<file path="src/hw/pwr_otp_pkg.sv">
// Purpose: shared constants and types for power-save and OTP sequencing
// Assumes: 100 MHz mclk_i, byte-wide command link
// Notes:   both ends import this package
//
// Operation
// - power-down flag set enters power save
// - hardware reset sets power-down flag
// - host waits discharge before cutting supply
// - power-down write alone enters power save
// - power-down cleared starts internal power-up
// - OTP cell burns only once
// - burned OTP value never readable by host
// - hardware reset after burn leaves test
// - host burn sequence with two delays
// - host contrast fine-tune byte sequence
// - OTP commands need test-enable flag first
// - 5-bit two's-complement offset counter wraps
`default_nettype none

package pwr_otp_pkg;

  // ------------------------------------------------------------------
  // timing
  // ------------------------------------------------------------------
  localparam int unsigned CLK_HZ          = 100_000_000;
  localparam int unsigned DISCHARGE_MS    = 250;
  localparam int unsigned DISCHARGE_CYC   = DISCHARGE_MS * (CLK_HZ / 1000);
  localparam int unsigned RST_LOW_NS      = 1500;
  localparam int unsigned RST_LOW_CYC     =
    (RST_LOW_NS * (CLK_HZ / 1_000_000) + 999) / 1000;
  localparam int unsigned PWRUP_US        = 10;
  localparam int unsigned PWRUP_CYC       = PWRUP_US * (CLK_HZ / 1_000_000);
  localparam int unsigned DELAY_UNIT_US   = 1;
  localparam int unsigned DELAY_UNIT_CYC  =
    DELAY_UNIT_US * (CLK_HZ / 1_000_000);
  localparam int unsigned BURN_WAIT_LONG  = 1500;
  localparam int unsigned BURN_WAIT_SHORT = 750;

  // ------------------------------------------------------------------
  // command encodings
  // ------------------------------------------------------------------
  localparam logic [4:0] FSET_PAT     = 5'h04;
  localparam int         FSET_PD_BIT  = 2;
  localparam int         FSET_H_BIT   = 0;
  localparam logic [4:0] TEST_PAT     = 5'h06;
  localparam int         TEST_EN_BIT  = 0;
  localparam int         TSEL_LSB     = 1;
  localparam logic [1:0] TSEL_OSC     = 2'h0;
  localparam logic [1:0] TSEL_TRIM    = 2'h1;
  localparam logic [1:0] TSEL_OTP     = 2'h2;
  localparam logic [7:0] OSC_MASK     = 8'hfb;
  localparam logic [7:0] CMD_OSC      = 8'hb0;
  localparam int         OSC_BIT      = 2;
  localparam logic [7:0] CMD_V0_INC   = 8'h41;
  localparam logic [7:0] CMD_V0_DEC   = 8'h42;
  localparam logic [7:0] RDEN_MASK    = 8'hf7;
  localparam logic [7:0] CMD_RD_EN    = 8'h40;
  localparam int         XARD_BIT     = 3;
  localparam logic [7:0] CMD_CTRL_IN  = 8'h71;
  localparam logic [7:0] CMD_CTRL_OUT = 8'h88;
  localparam logic [7:0] CMD_WR_EN    = 8'h9f;
  localparam logic [7:0] CMD_WR       = 8'ha1;
  localparam logic [7:0] CMD_V0_ADDR  = 8'hc2;

  // ------------------------------------------------------------------
  // host sequences
  // ------------------------------------------------------------------
  localparam int unsigned SEQ_LEN = 10;
  localparam logic [7:0] BURN_SEQ [SEQ_LEN] = '{8'h20, 8'h08, 8'h21,
    8'h35, 8'h71, 8'hc2, 8'h9f, 8'ha1, 8'h88, 8'h30};
  localparam logic [7:0] TUNE_SEQ [SEQ_LEN] = '{8'h20, 8'h0c, 8'h21,
    8'h35, 8'h48, 8'h31, 8'hb4, 8'h33, 8'h41, 8'h30};
  localparam logic [3:0] BURN_LONG_IDX  = 4'h6;
  localparam logic [3:0] BURN_SHORT_IDX = 4'h7;
  localparam logic [3:0] TUNE_STEP_IDX  = 4'h8;

  // ------------------------------------------------------------------
  // widths, reset values, host registers
  // ------------------------------------------------------------------
  localparam int         OFS_W      = 5;
  localparam logic       PD_RST     = 1'b1;
  localparam logic [4:0] OFS_RST    = 5'h00;
  localparam int         APB_AW     = 4;
  localparam logic [3:0] REG_CMD    = 4'h0;
  localparam logic [3:0] REG_SEQ    = 4'h4;
  localparam logic [3:0] REG_CTRL   = 4'h8;
  localparam logic [3:0] REG_STATUS = 4'hc;
  localparam logic [1:0] SEQ_BURN   = 2'h1;
  localparam logic [1:0] SEQ_UP     = 2'h2;
  localparam logic [1:0] SEQ_DOWN   = 2'h3;

  typedef enum logic [1:0] {ST_SAVE, ST_PWRUP, ST_ON} pwr_state_t;
  typedef enum logic [1:0] {H_IDLE, H_SEND, H_WAIT, H_RST} host_state_t;

endpackage : pwr_otp_pkg

`default_nettype wire

</file>
<file path="src/hw/pwr_otp_if.sv">
// Purpose: command link between host and device
// Assumes: one byte per cycle when cmd_valid is high
// Notes:   hw_rst_n is the active-low hardware reset pin
`default_nettype none

interface pwr_otp_if;
  logic       cmd_valid;
  logic [7:0] cmd_byte;
  logic       hw_rst_n;

  modport device (input cmd_valid, input cmd_byte, input hw_rst_n);
  modport host (output cmd_valid, output cmd_byte, output hw_rst_n);
endinterface : pwr_otp_if

`default_nettype wire

</file>
<file path="src/hw/otp_cell.sv">
// Purpose: one-time programmable storage for the contrast offset
// Assumes: burn_i is a one-cycle pulse
// Notes:   rst_i stands for first power-up only (unprogrammed state)
`default_nettype none

module otp_cell #(
  parameter int W = 5
) (
  input  wire logic         mclk_i,
  input  wire logic         rst_i,
  input  wire logic         burn_i,
  input  wire logic [W-1:0] data_i,
  output logic              burned_o,
  output logic [W-1:0]      data_o
);

  always_ff @(posedge mclk_i) begin
    if (rst_i) begin
      burned_o <= 1'b0;
      data_o   <= '0;
    end else if (burn_i && !burned_o) begin
      burned_o <= 1'b1;
      data_o   <= data_i;
    end
  end

endmodule : otp_cell

`default_nettype wire

</file>
<file path="src/hw/lcd_pwr_device.sv">
// Purpose: device end; power-save control and OTP command decode
// Assumes: link inputs synchronous to mclk_i
// Notes:   outputs all registered; no read path exists on the link
`default_nettype none

module lcd_pwr_device #(
  parameter int unsigned DISCHARGE_CYCLES = pwr_otp_pkg::DISCHARGE_CYC
) (
  input  wire logic                    mclk_i,
  input  wire logic                    rst_i,
  pwr_otp_if.device                    link,
  output logic                         lcd_drive_gnd_o,
  output logic                         pump_en_o,
  output logic                         discharging_o,
  output logic                         discharge_done_o,
  output logic                         power_ready_o,
  output logic                         power_down_flag_o,
  output logic                         test_enable_flag_o,
  output logic                         osc_en_o,
  output logic [pwr_otp_pkg::OFS_W-1:0] contrast_offset_o,
  output logic                         otp_burned_o
);

  import pwr_otp_pkg::*;

  // ------------------------------------------------------------------
  // state
  // ------------------------------------------------------------------
  typedef struct packed {
    pwr_state_t       st;
    logic             power_down_flag;
    logic             ext_set;
    logic [1:0]       tsel;
    logic             test_enable_flag;
    logic             osc;
    logic             xard;
    logic             ctrl_in;
    logic             wr_en;
    logic             addr_v0;
    logic [OFS_W-1:0] contrast_offset_counter;
    logic [31:0]      cnt;
    logic             drive_gnd;
    logic             pump_en;
    logic             discharging;
    logic             discharged;
    logic             ready;
    logic             burn;
    logic [OFS_W-1:0] offset;
  } dev_state_t;

  dev_state_t       s;
  dev_state_t       next_s;
  logic [7:0]       cmd;
  logic             otp_burned;
  logic [OFS_W-1:0] otp_value;

  assign cmd = link.cmd_byte;

  // ------------------------------------------------------------------
  // one-time cell
  // ------------------------------------------------------------------
  otp_cell #(
    .W (OFS_W)
  ) i_otp_cell (
    .mclk_i   (mclk_i),
    .rst_i    (rst_i),
    .burn_i   (s.burn),
    .data_i   (s.contrast_offset_counter),
    .burned_o (otp_burned),
    .data_o   (otp_value)
  );

  // ------------------------------------------------------------------
  // next state
  // ------------------------------------------------------------------
  always_comb begin
    next_s      = s;
    next_s.burn = 1'b0;

    // power sequencing follows the registered flag
    case (s.st)
      ST_SAVE: begin
        if (!s.power_down_flag) begin
          next_s.st          = ST_PWRUP;
          next_s.cnt         = 32'(PWRUP_CYC);
          next_s.drive_gnd   = 1'b0;
          next_s.pump_en     = 1'b1;
          next_s.discharging = 1'b0;
          next_s.discharged  = 1'b0;
        end else if (s.cnt != 32'h0) begin
          next_s.cnt = s.cnt - 32'h1;
        end else begin
          next_s.discharging = 1'b0;
          next_s.discharged  = 1'b1;
        end
      end
      ST_PWRUP: begin
        if (s.power_down_flag) begin
          next_s.st = ST_SAVE;
        end else if (s.cnt == 32'h0) begin
          next_s.st    = ST_ON;
          next_s.ready = 1'b1;
        end else begin
          next_s.cnt = s.cnt - 32'h1;
        end
      end
      ST_ON: begin
        if (s.power_down_flag) begin
          next_s.st = ST_SAVE;
        end
      end
      default: begin
        next_s.st = ST_SAVE;
      end
    endcase

    // entering save from any powered state starts a fresh discharge
    if (s.st != ST_SAVE && s.power_down_flag) begin
      next_s.st          = ST_SAVE;
      next_s.cnt         = 32'(DISCHARGE_CYCLES);
      next_s.drive_gnd   = 1'b1;
      next_s.pump_en     = 1'b0;
      next_s.discharging = 1'b1;
      next_s.discharged  = 1'b0;
      next_s.ready       = 1'b0;
    end

    // command decode
    if (link.cmd_valid) begin
      if (cmd[7:3] == FSET_PAT) begin
        next_s.power_down_flag = cmd[FSET_PD_BIT];
        next_s.ext_set         = cmd[FSET_H_BIT];
      end else if (s.ext_set && cmd[7:3] == TEST_PAT) begin
        next_s.tsel             = cmd[TSEL_LSB+1:TSEL_LSB];
        next_s.test_enable_flag = cmd[TEST_EN_BIT];
      end else if (s.test_enable_flag) begin
        case (s.tsel)
          TSEL_OSC: begin
            if ((cmd & OSC_MASK) == CMD_OSC) begin
              next_s.osc = cmd[OSC_BIT];
            end
          end
          TSEL_TRIM: begin
            // wraps silently; range guarding is left to software
            if (cmd == CMD_V0_INC) begin
              next_s.contrast_offset_counter =
                s.contrast_offset_counter + 5'h01;
            end else if (cmd == CMD_V0_DEC) begin
              next_s.contrast_offset_counter =
                s.contrast_offset_counter - 5'h01;
            end
          end
          TSEL_OTP: begin
            if ((cmd & RDEN_MASK) == CMD_RD_EN) begin
              next_s.xard = cmd[XARD_BIT];
            end else if (cmd == CMD_CTRL_IN) begin
              next_s.ctrl_in = 1'b1;
            end else if (cmd == CMD_CTRL_OUT) begin
              next_s.ctrl_in = 1'b0;
              next_s.wr_en   = 1'b0;
              next_s.addr_v0 = 1'b0;
            end else if (cmd == CMD_WR_EN) begin
              next_s.wr_en = 1'b1;
            end else if (cmd == CMD_V0_ADDR) begin
              next_s.addr_v0 = 1'b1;
            end else if (cmd == CMD_WR) begin
              next_s.burn = s.ctrl_in && s.wr_en && s.addr_v0;
            end
          end
          default: begin
          end
        endcase
      end
    end

    // auto-read picks the burned value once programmed
    next_s.offset = (otp_burned && !s.xard) ? otp_value
                                            : s.contrast_offset_counter;

    // hardware reset pin acts like a power-down write and ends test mode
    if (rst_i || !link.hw_rst_n) begin
      next_s                 = '0;
      next_s.st              = ST_SAVE;
      next_s.power_down_flag = PD_RST;
      next_s.test_enable_flag = 1'b0;
      next_s.contrast_offset_counter = OFS_RST;
      next_s.offset          = OFS_RST;
      next_s.cnt             = 32'(DISCHARGE_CYCLES);
      next_s.drive_gnd       = 1'b1;
      next_s.discharging     = 1'b1;
    end
  end

  always_ff @(posedge mclk_i) begin
    s <= next_s;
  end

  // ------------------------------------------------------------------
  // outputs
  // ------------------------------------------------------------------
  // the burned value leaves only toward the analog side, never the link
  assign lcd_drive_gnd_o    = s.drive_gnd;
  assign pump_en_o          = s.pump_en;
  assign discharging_o      = s.discharging;
  assign discharge_done_o   = s.discharged;
  assign power_ready_o      = s.ready;
  assign power_down_flag_o  = s.power_down_flag;
  assign test_enable_flag_o = s.test_enable_flag;
  assign osc_en_o           = s.osc;
  assign contrast_offset_o  = s.offset;
  assign otp_burned_o       = otp_burned;

endmodule : lcd_pwr_device

`default_nettype wire

</file>
<file path="src/flat_wrapper.sv">
// flat-port wrapper written by rule: the top's interface ports become plain ports
module lcd_pwr_device_flat import pwr_otp_pkg::*;
#(
  parameter int unsigned DISCHARGE_CYCLES = pwr_otp_pkg::DISCHARGE_CYC
)
  (mclk_i, rst_i, lcd_drive_gnd_o, pump_en_o, discharging_o, discharge_done_o, power_ready_o, power_down_flag_o, test_enable_flag_o, osc_en_o, contrast_offset_o, otp_burned_o, link_cmd_valid, link_cmd_byte, link_hw_rst_n);
  pwr_otp_if link_i ();
  input  wire logic mclk_i;
  input  wire logic rst_i;
  output logic lcd_drive_gnd_o;
  output logic pump_en_o;
  output logic discharging_o;
  output logic discharge_done_o;
  output logic power_ready_o;
  output logic power_down_flag_o;
  output logic test_enable_flag_o;
  output logic osc_en_o;
  output logic [pwr_otp_pkg::OFS_W-1:0] contrast_offset_o;
  output logic otp_burned_o;
  input wire logic [$bits(link_i.cmd_valid)-1:0] link_cmd_valid;
  input wire logic [$bits(link_i.cmd_byte)-1:0] link_cmd_byte;
  input wire logic [$bits(link_i.hw_rst_n)-1:0] link_hw_rst_n;
  assign link_i.cmd_valid = link_cmd_valid;
  assign link_i.cmd_byte = link_cmd_byte;
  assign link_i.hw_rst_n = link_hw_rst_n;
  lcd_pwr_device #(.DISCHARGE_CYCLES(DISCHARGE_CYCLES)) u_core (.mclk_i(mclk_i), .rst_i(rst_i), .link(link_i), .lcd_drive_gnd_o(lcd_drive_gnd_o), .pump_en_o(pump_en_o), .discharging_o(discharging_o), .discharge_done_o(discharge_done_o), .power_ready_o(power_ready_o), .power_down_flag_o(power_down_flag_o), .test_enable_flag_o(test_enable_flag_o), .osc_en_o(osc_en_o), .contrast_offset_o(contrast_offset_o), .otp_burned_o(otp_burned_o));
endmodule
</file>
<file path="config.mk">
export PLATFORM = sky130hd
export DESIGN_NAME = lcd_pwr_device_flat
export DESIGN_NICKNAME = d
export VERILOG_FILES = /design/src/hw/pwr_otp_pkg.sv /design/src/hw/pwr_otp_if.sv /design/src/hw/otp_cell.sv /design/src/hw/lcd_pwr_device.sv /design/src/flat_wrapper.sv
export SDC_FILE = /design/constraint.sdc
export NUM_CORES = 1
export LEC_CHECK = 0
export BUFFER_PORTS_ARGS = -buffer_cell sky130_fd_sc_hd__buf_2
export CORE_UTILIZATION = 45
export CTS_CLUSTER_DIAMETER = 120
export DETAILED_ROUTE_END_ITERATION = 6
export GPL_TIMING_DRIVEN = 0
export HOLD_SLACK_MARGIN = 0.08
export PLACE_DENSITY_LB_ADDON = 0.3
export SYNTH_ARGS = -nofsm -noshare
export SYNTH_HDL_FRONTEND = slang
export SYNTH_HIERARCHICAL = 1
export SYNTH_SLANG_ARGS = --single-unit
</file>
<file path="constraint.sdc">
create_clock -name mclk_i -period 3.05 [get_ports mclk_i]
set_input_delay 0.305 -clock mclk_i [delete_from_list [all_inputs] [get_ports mclk_i]]
set_output_delay 0.305 -clock mclk_i [all_outputs]
set_load 0.01 [all_outputs]
</file>
Word level (Yosys, flattened, before mapping):

Index checks and enable logic that the tools add are counted.
Widths: inputs -> output; s select.

* add/sub/neg operators: 3
* equal/unequal tests: 23
* multiplexer cells: 21
* bitwise logic cells: 9
* reduce and logical (&&, ||, !) cells: 35

Operator list (number)
* $mux 32: 4
* $pmux 32 s2: 1
* $eq 8x8->1 const B: 4
* $logic_not 32->1: 1
* $reduce_bool 32->1: 1
* $sub 32x1->32 const B: 1
* $eq 8x7->1 const B: 3
* $reduce_and 6->1: 3
* $mux 5: 3
* $mux 2: 7
* $reduce_bool 2->1: 6
* $reduce_or 12->1: 1
* $eq 5x3->1 const B: 2
* $not 1->1: 9
* $reduce_and 3->1: 3
* $reduce_and 9->1: 1
* $ne 2x2->1 const B: 4
* $reduce_and 8->1: 1
* $eq 7x6->1 const B: 1
* $eq 7x7->1 const B: 1
* $reduce_and 7->1: 1
* $logic_and 1x1->1: 6
* $pmux 2 s3: 1
* $reduce_and 2->1: 3
* 13 further kinds: 23

* bits in registers: 66
* input port bits: 12
* output and inout port bits: 14
* logic and storage cells: 112

Logic depth before layout (Yosys ltp):

Gate-level depths: netlist of the first run.

* depth in word-level cells: 4
* gate-level depth with buffers: 10
* gate-level depth less buffers: 9

Modules after synthesis:

Netlist of the first run, hierarchy kept.

By module, submodules not included
* lcd_pwr_device: instances 1, cells each 351, area an instance 3034.2 um^2, sequential area each 1201.2 um^2
* otp_cell: instances 1, cells each 25, area an instance 274.0 um^2, sequential area each 120.1 um^2

Worst setup path before layout of the first run:

No wires, ideal clock.

* kind: input port to flip-flop
* start point: input link_cmd_byte[0]
* end point: register u_core/s[47] in the netlist's numbering
* setup time: 0.127 ns
* arrival time: 2.214 ns
* required time: 2.923 ns
* setup slack: 0.709 ns
* stages on the path: 10
* cells stage by stage: clkbuf_1 > nor4b_1 > nand2_1 > fa_1 > a21o_1 > a21oi_1 > xnor2_1 > nand2_1 > xor2_1 > nor2_1

* word-level cells in the longest chain between the ends: 3
* elaborated cells on any way between the ends: 5
* those cells by class: eq/ne: 2; mux: 1; reduce/logical: 2

Ends and longest elaborated chain
* start, declared: RTL line flat_wrapper.sv:21 `input wire logic [$bits(link_i.cmd_byte)-1:0] link_cmd_byte;`
* $eq 8x7->1, on equally long branches: RTL line lcd_pwr_device.sv:148, lcd_pwr_device.sv:145
* $reduce_bool 2->1 (no line)
* $reduce_and 6->1 (no line)
* end signal, assigned: RTL line lcd_pwr_device.sv:195 `s <= next_s;`
* end, declared: RTL line lcd_pwr_device.sv:51 `dev_state_t s;`

Parallel ways exist; a longest one is shown, timed or not.
A chain may end at the register's enable or synchronous reset.

Final worst setup path of the first run:

* start point: register u_core/s[24] in the netlist's numbering
* end point: register u_core/s[20] in the netlist's numbering

* word-level cells in the longest chain between the ends: 3
* elaborated cells on any way between the ends: 5
* those cells by class: eq/ne: 2; reduce/logical: 3

Ends and longest elaborated chain (RTL line)
* $reduce_bool 32->1 / $logic_not 32->1 (equally long branches): lcd_pwr_device.sv:90, lcd_pwr_device.sv:100
* $ne 3x3->1 (no line) / $ne 2x2->1 (equally long branches)
* $reduce_and 4->1 (no line) (*)

Mark *: on every way between the ends. The rest lies on a longest branch, timed or not.

==> flow_summary.ini, run 1 <==
[run_status]
status = completed

[cts]
post_cts_resized = 0
cts_sinks = 66
clk_pin_slew_worst_paths_ns = 0.07
post_cts_buffers = 0
numCtsBuffers = 9
root_buffer = clkbuf_8
htreeDepth = 3
clock_path_buffers = 2
clk_latency_ns = 0.35
cts_tree = yes
cts_hold_buf = 0

[sta]
holdWs_ns = 0.268
setup_tns_ns = 0
slew_violations = 0
fin_crit_ns = 2.76
timing.fmax_mhz = 363
slew_headroom_pct = 45.6
fin_skew_ns = 0.00593
rsz0062_at_grt = no
post-route-period-util_pct = 90.3
max_slew.worst_pin.slew_ns = 0.804
setup_viol = 0
finalHoldViolCount = 0

[hold_path]
holdCritPathClass = in -> reg

[layout]
drive_gt1_share_pct = 17.1
fill_cells = 657
fin_util_pct = 54.3
design_area_um2 = 3770
syn_to_final_growth_pct = 14.0
ff_latch_area_um2 = 1320
multiInputGateArea_um2 = 1870
fin_nets = 427
diodes = 0

[place]
dp_hpwl_um = 5220
place_area_um2 = 3540
port_buffers = 23
place_congestion = 0.833

[global_routing]
grt_start_max_net_pins = 13
grt_use_met3_pct = 3.77
grt_usage_pct = 21.3
use_met2_pct = 34.2
antenna_found_initial = 0
use_met1_pct = 27.8
grt_pass1_vias = 2705
grt_overflow = 0
grt_pass1_wl_um = 12700
top_usage_layer = met2

[floorplan]
core_area_um2 = 6940
die_y_um = 87.7
rows = 30
die-area_um2 = 7700
initial_core_util_pct = 47.6
io_pins = 26
die_w_um = 87.7

[logic_synthesis]
synth_fa_ha_area_share_pct = 2.12
netlist_area_um2 = 3310
synthMuxAreaShare_pct = 4.24
synth_top_family_by_area = simple AND/OR/NAND/NOR gates
yosys.area_share.simple_pct = 30.2
synth_compound_area_share_pct = 13.0
ys.flop_type = dfxtp_1
synth_xor_area_share_pct = 7.15
synth_cell_type_count = 54
ys_ff_latch = 66
syn-instance-count = 376
synth_fp_nets = 393
synth_seq_area_share_pct = 39.9
yosys_warnings = 6
synth_edf_count = 0
avgSynthCellArea_um2 = 8.80
async_flop_share_pct = 0

[critical_path]
required_ns = 3.27
crit_path_end_kind = flip-flop
worstSetupStartpointType = flip-flop
cp.arrival_ns = 2.97
critical_path_class = reg -> reg
cp_max_fo = 10

[detailed_routing]
drc_errors = 0
drt-vias-per-instance = 5.60
dr_total_vias = 2861
finalWirelength_um = 7570
ant_nets = 0
wl_per_cell_um = 14.8
first_iter_violations = 142
drt_pass1_iterations = 6

[power]
irDropWorstVdd_v = 0.000288
p_leak_nw = 1.34
p_per_area_nw_per_um2 = 489

[run]
maxCapViolCount = 0
[power by group]
group / switching [mW] / internal, mW
Sequential: 0.0100 / 0.871
Combinational: 0.0727 / 0.0505
Clock: 0.356 / 0.483
Total: 0.439 / 1.40
[layer usage]
layer	part of all wire [%]	wire [µm]
met1	48	3620
met2	45	3380
met3	5.7	434
met4	1.7	131
met5	0	0
[cells in the final DEF (no fill, tap or decap), drive strengths merged, types with 7 or more instances in the layout]
master  synthesis  routed
xnor2          20      20
mux2i          14      14
nand3           7       7
o21ai          24      24
or3             8       8
or4            14      14
xor2            7       7
nand2b         10      10
nor3           17      17
a31oi           7       7
a21oi          17      17
dfxtp          66      66
buf             8      31
nor2           49      49
nor4           10      10
nand2          23      23
clkbuf         12      22
[metrics by stage]
step	instances	power (mW)	worst slack, ns
after floorplan	376	0.986	0.709
after global placement	495	1.02	0.391
after detailed placement	495	1.02	0.374
after CTS	511	1.86	0.323
after global routing	511	1.91	0.142
final	511	1.84	0.295
[area by class of cell]
cell class / count / share of cell area [%]
inverters: 4 / 0.398
plain buffers: 20 / 2.59
multi-input cells: 286 / 49.7
clock inverters: 6 / 2.39
repair buffers: 23 / 3.05
well taps: 96 / 3.19
clock buffers: 10 / 3.65
flip-flops and latches: 66 / 35.0
[final timing paths]
check	from	end	slack (ns)	depth (start not counted)
hold reg to reg	u_core/lcd_drive_gnd_o$_SDFFE_PP1P_	u_core/lcd_drive_gnd_o$_SDFFE_PP1P_	0.44	2
hold / removal	rst_i	u_core/power_down_flag_o$_SDFFE_PP1P_	0.27	3
setup reg to reg	u_core/s[24]$_SDFFE_PP1P_	u_core/s[20]$_SDFFE_PP0P_	0.29	8
setup / recovery	u_core/s[24]$_SDFFE_PP1P_	u_core/s[20]$_SDFFE_PP0P_	0.29	8
[state kept, by name, summed over array words and instances, names as in the netlist]
name                        cells
u_core/power_ready_o            1
u_core/test_enable_flag_o       1
u_core/s                       47
u_core/lcd_drive_gnd_o          1
u_core/i_otp_cell/data_o        5
u_core/discharging_o            1
u_core/discharge_done_o         1
u_core/power_down_flag_o        1
u_core/i_otp_cell/burned_o      1
u_core/pump_en_o                1
u_core/contrast_offset_o        5
u_core/osc_en_o                 1
[kinds of logic after synthesis]
logic type | count (synthesis)
AND/OR/NAND/NOR | 172
AO/OA/AOI/OAI | 68
flip-flops | 66
XOR/XNOR | 27
buffers and inverters | 24
multiplexers | 14
adder cells (fa/ha/maj) | 5
[synth_stat cells (10+ instances only)]
cell type,instances,area (µm²)
mux2i_1,14,140
nor3_1,16,80.1
dfxtp_1,66,1320
a21oi_1,17,85.1
nor2_1,49,184
xnor2_1,20,175
nand2b_1,10,62.6
nand2_1,23,86.3
o21ai_0,18,90.1
or4_1,10,75.1
clkbuf_1,11,41.3
[critical path, stage by stage (launching register included)]
cell and delay (ns):
dfxtp_1 0.35, or4_1 0.63, nor4_1 0.47, and4_1 0.27, buf_2 0.23, buf_2 0.31
nor2_1 0.12, xnor2_1 0.17, a21oi_1 0.08
Note: power is estimated with default switching activity, not from simulation.
==> run 2: changes to the inputs <==
Settings changed: PLACE_DENSITY set to 0.73, PLACE_DENSITY_LB_ADDON 0.3 to not set.
==> run 2 against run 1 <==
Register-to-register slack improved by 0.06 ns. Die area did not move. Clock skew increased by 0.0076 ns. Total power fell by 4.9%. Clock power down 11%. Clock-buffer cell count is 1 lower. Global-route usage rose by 0.28 points. Non-clock buffer count did not move. Critical endpoint is now u_core/s[16]$_SDFFE_PP0P_. Largest power group unchanged.
==> flow_summary.ini, run 2 (synthesis gave the netlist of run 1 again) <==
[cts]
post_cts_resized = 0
clk_pin_slew_worst_paths_ns = 0.07
cts_tree = yes
numCtsBuffers = 9
cts_hold_buf = 0
clock_path_buffers = 2
cts_sinks = 66
root_buffer = clkbuf_8
htreeDepth = 3
clk_latency_ns = 0.35
post_cts_buffers = 0

[detailed_routing]
drt-vias-per-instance = 5.62
ant_nets = 0
drc_errors = 0
finalWirelength_um = 7500
first_iter_violations = 170
wl_per_cell_um = 14.7
drt_pass1_iterations = 4
dr_total_vias = 2872

[global_routing]
grt_pass1_wl_um = 12800
grt_usage_pct = 21.6
grt_overflow = 0
grt_pass1_vias = 2655
grt_start_max_net_pins = 14
antenna_found_initial = 0

[place]
dp_hpwl_um = 5160
dp_cells = 495
place_congestion = 0.814
port_buffers = 23

[sta]
timing.fmax_mhz = 371
fin_skew_ns = 0.0136
post-route-period-util_pct = 88.4
setup_tns_ns = 0
rsz0062_at_grt = no
setup_viol = 0
max_slew.worst_pin.slew_ns = 0.736
fin_crit_ns = 2.70
holdWs_ns = 0.261
slew_headroom_pct = 50.2
finalHoldViolCount = 0
slew_violations = 0

[critical_path]
cp_max_fo = 10
slowest_delay_ns = 0.62
worstSetupStartpointType = flip-flop
critical_path_class = reg -> reg
crit_top_cell = buf_2
cp_cell_sequence = or4_1 -> nor4_1 -> and4_1 -> buf_2 -> buf_2 -> nor3_1 -> xnor2_1 -> a21oi_1
required_ns = 3.26
crit_path_end_kind = flip-flop
cp.arrival_ns = 2.91
cp_slowest_cell = or4_1

[layout]
syn_to_final_growth_pct = 13.2
final_cell_count_no_fill = 511
diodes = 0
final_common_cell = dfxtp_1
largest_reg_flops = 47
regMostFlops = u_core/s
fin_nets = 427
fill_cells = 639
drive_gt1_share_pct = 17.1
mostFrequentLayoutCells = dfxtp_1 (66), nor2_1 (49), buf_2 (25)

[run]
maxCapViolCount = 0

[floorplan]
io_pins = 26
die-area_um2 = 7700
core_area_um2 = 6940
rows = 30
die_w_um = 87.7
initial_core_util_pct = 47.6
die_y_um = 87.7

[power]
finalPower_mw = 1.75
pwr-share-seq_pct = 50.3
swShare_pct = 25.5
p_per_area_nw_per_um2 = 468
internal_power_mw = 1.31
power.net_switching_mw = 0.447
p_leak_nw = 1.33
clkPwrFrac_pct = 42.8
power_frac_comb_pct = 7.0
irDropWorstVdd_v = 0.000346

[hold_path]
holdCritPathClass = in -> reg

[run_status]
status = completed
[run 2: power by group through the flow]
stage | Combinational [mW] | Sequential [mW] | Clock, mW
after floorplan | 0.0869 | 0.899 | 0
after global placement | 0.117 | 0.900 | 0
after detailed placement | 0.119 | 0.901 | 0
after CTS | 0.120 | 0.881 | 0.758
after global routing | 0.137 | 0.883 | 0.801
final | 0.122 | 0.881 | 0.750
[run 2: layer usage]
layer / track usage, % / vias to the layer above / part of all wire (%)
met5: 0 / - / 0
met4: 9.69 / 0 / 1.7
met3: 4.52 / 12 / 4.5
met2: 32.8 / 85 / 45
met1: 29.6 / 1338 / 48
li1: - / 1437 / -
[run 2: critical path, delay by kind of cell (launching register included)]
family / cells / cell delay, ns
AOI/OAI and AO/OA: 1 / 0.08
xor gates and xnor gates: 1 / 0.15
buffers and inverters: 2 / 0.51
DFF: 1 / 0.35
and+or+nand+nor: 4 / 1.47
[run 2: layout make-up]
cell class                 count  area (µm²)  area share [%]
multi-input combinational    286        1870            50.1
buffer                        20        97.6            2.61
clock buffer                   9         124            3.31
clock inverter                 7        77.6            2.07
sequential                    66        1320            35.3
inverter                       4        15.0           0.401
tap                           96         120            3.21
timing repair buffer          23         115            3.07
[run 2: path summary, 6_finish.rpt]
path	from	end	slack [ns]	cells after the start
worst max-delay path	u_core/s[24]$_SDFFE_PP1P_	u_core/s[16]$_SDFFE_PP0P_	0.35	8
worst max register to register	u_core/s[24]$_SDFFE_PP1P_	u_core/s[16]$_SDFFE_PP0P_	0.35	8
worst min-delay path	rst_i	u_core/power_down_flag_o$_SDFFE_PP1P_	0.26	3
worst min register to register	u_core/lcd_drive_gnd_o$_SDFFE_PP1P_	u_core/lcd_drive_gnd_o$_SDFFE_PP1P_	0.45	2
[run 2: metrics by stage]
step	util (%)	instance area (µm²)	setup WS (ns)
floorplan	-	3310	0.709
global placement	51.0	3540	0.388
detailed placement	51.0	3540	0.365
CTS	53.9	3740	0.352
global route	53.9	3740	0.123
finish	53.9	3740	0.354
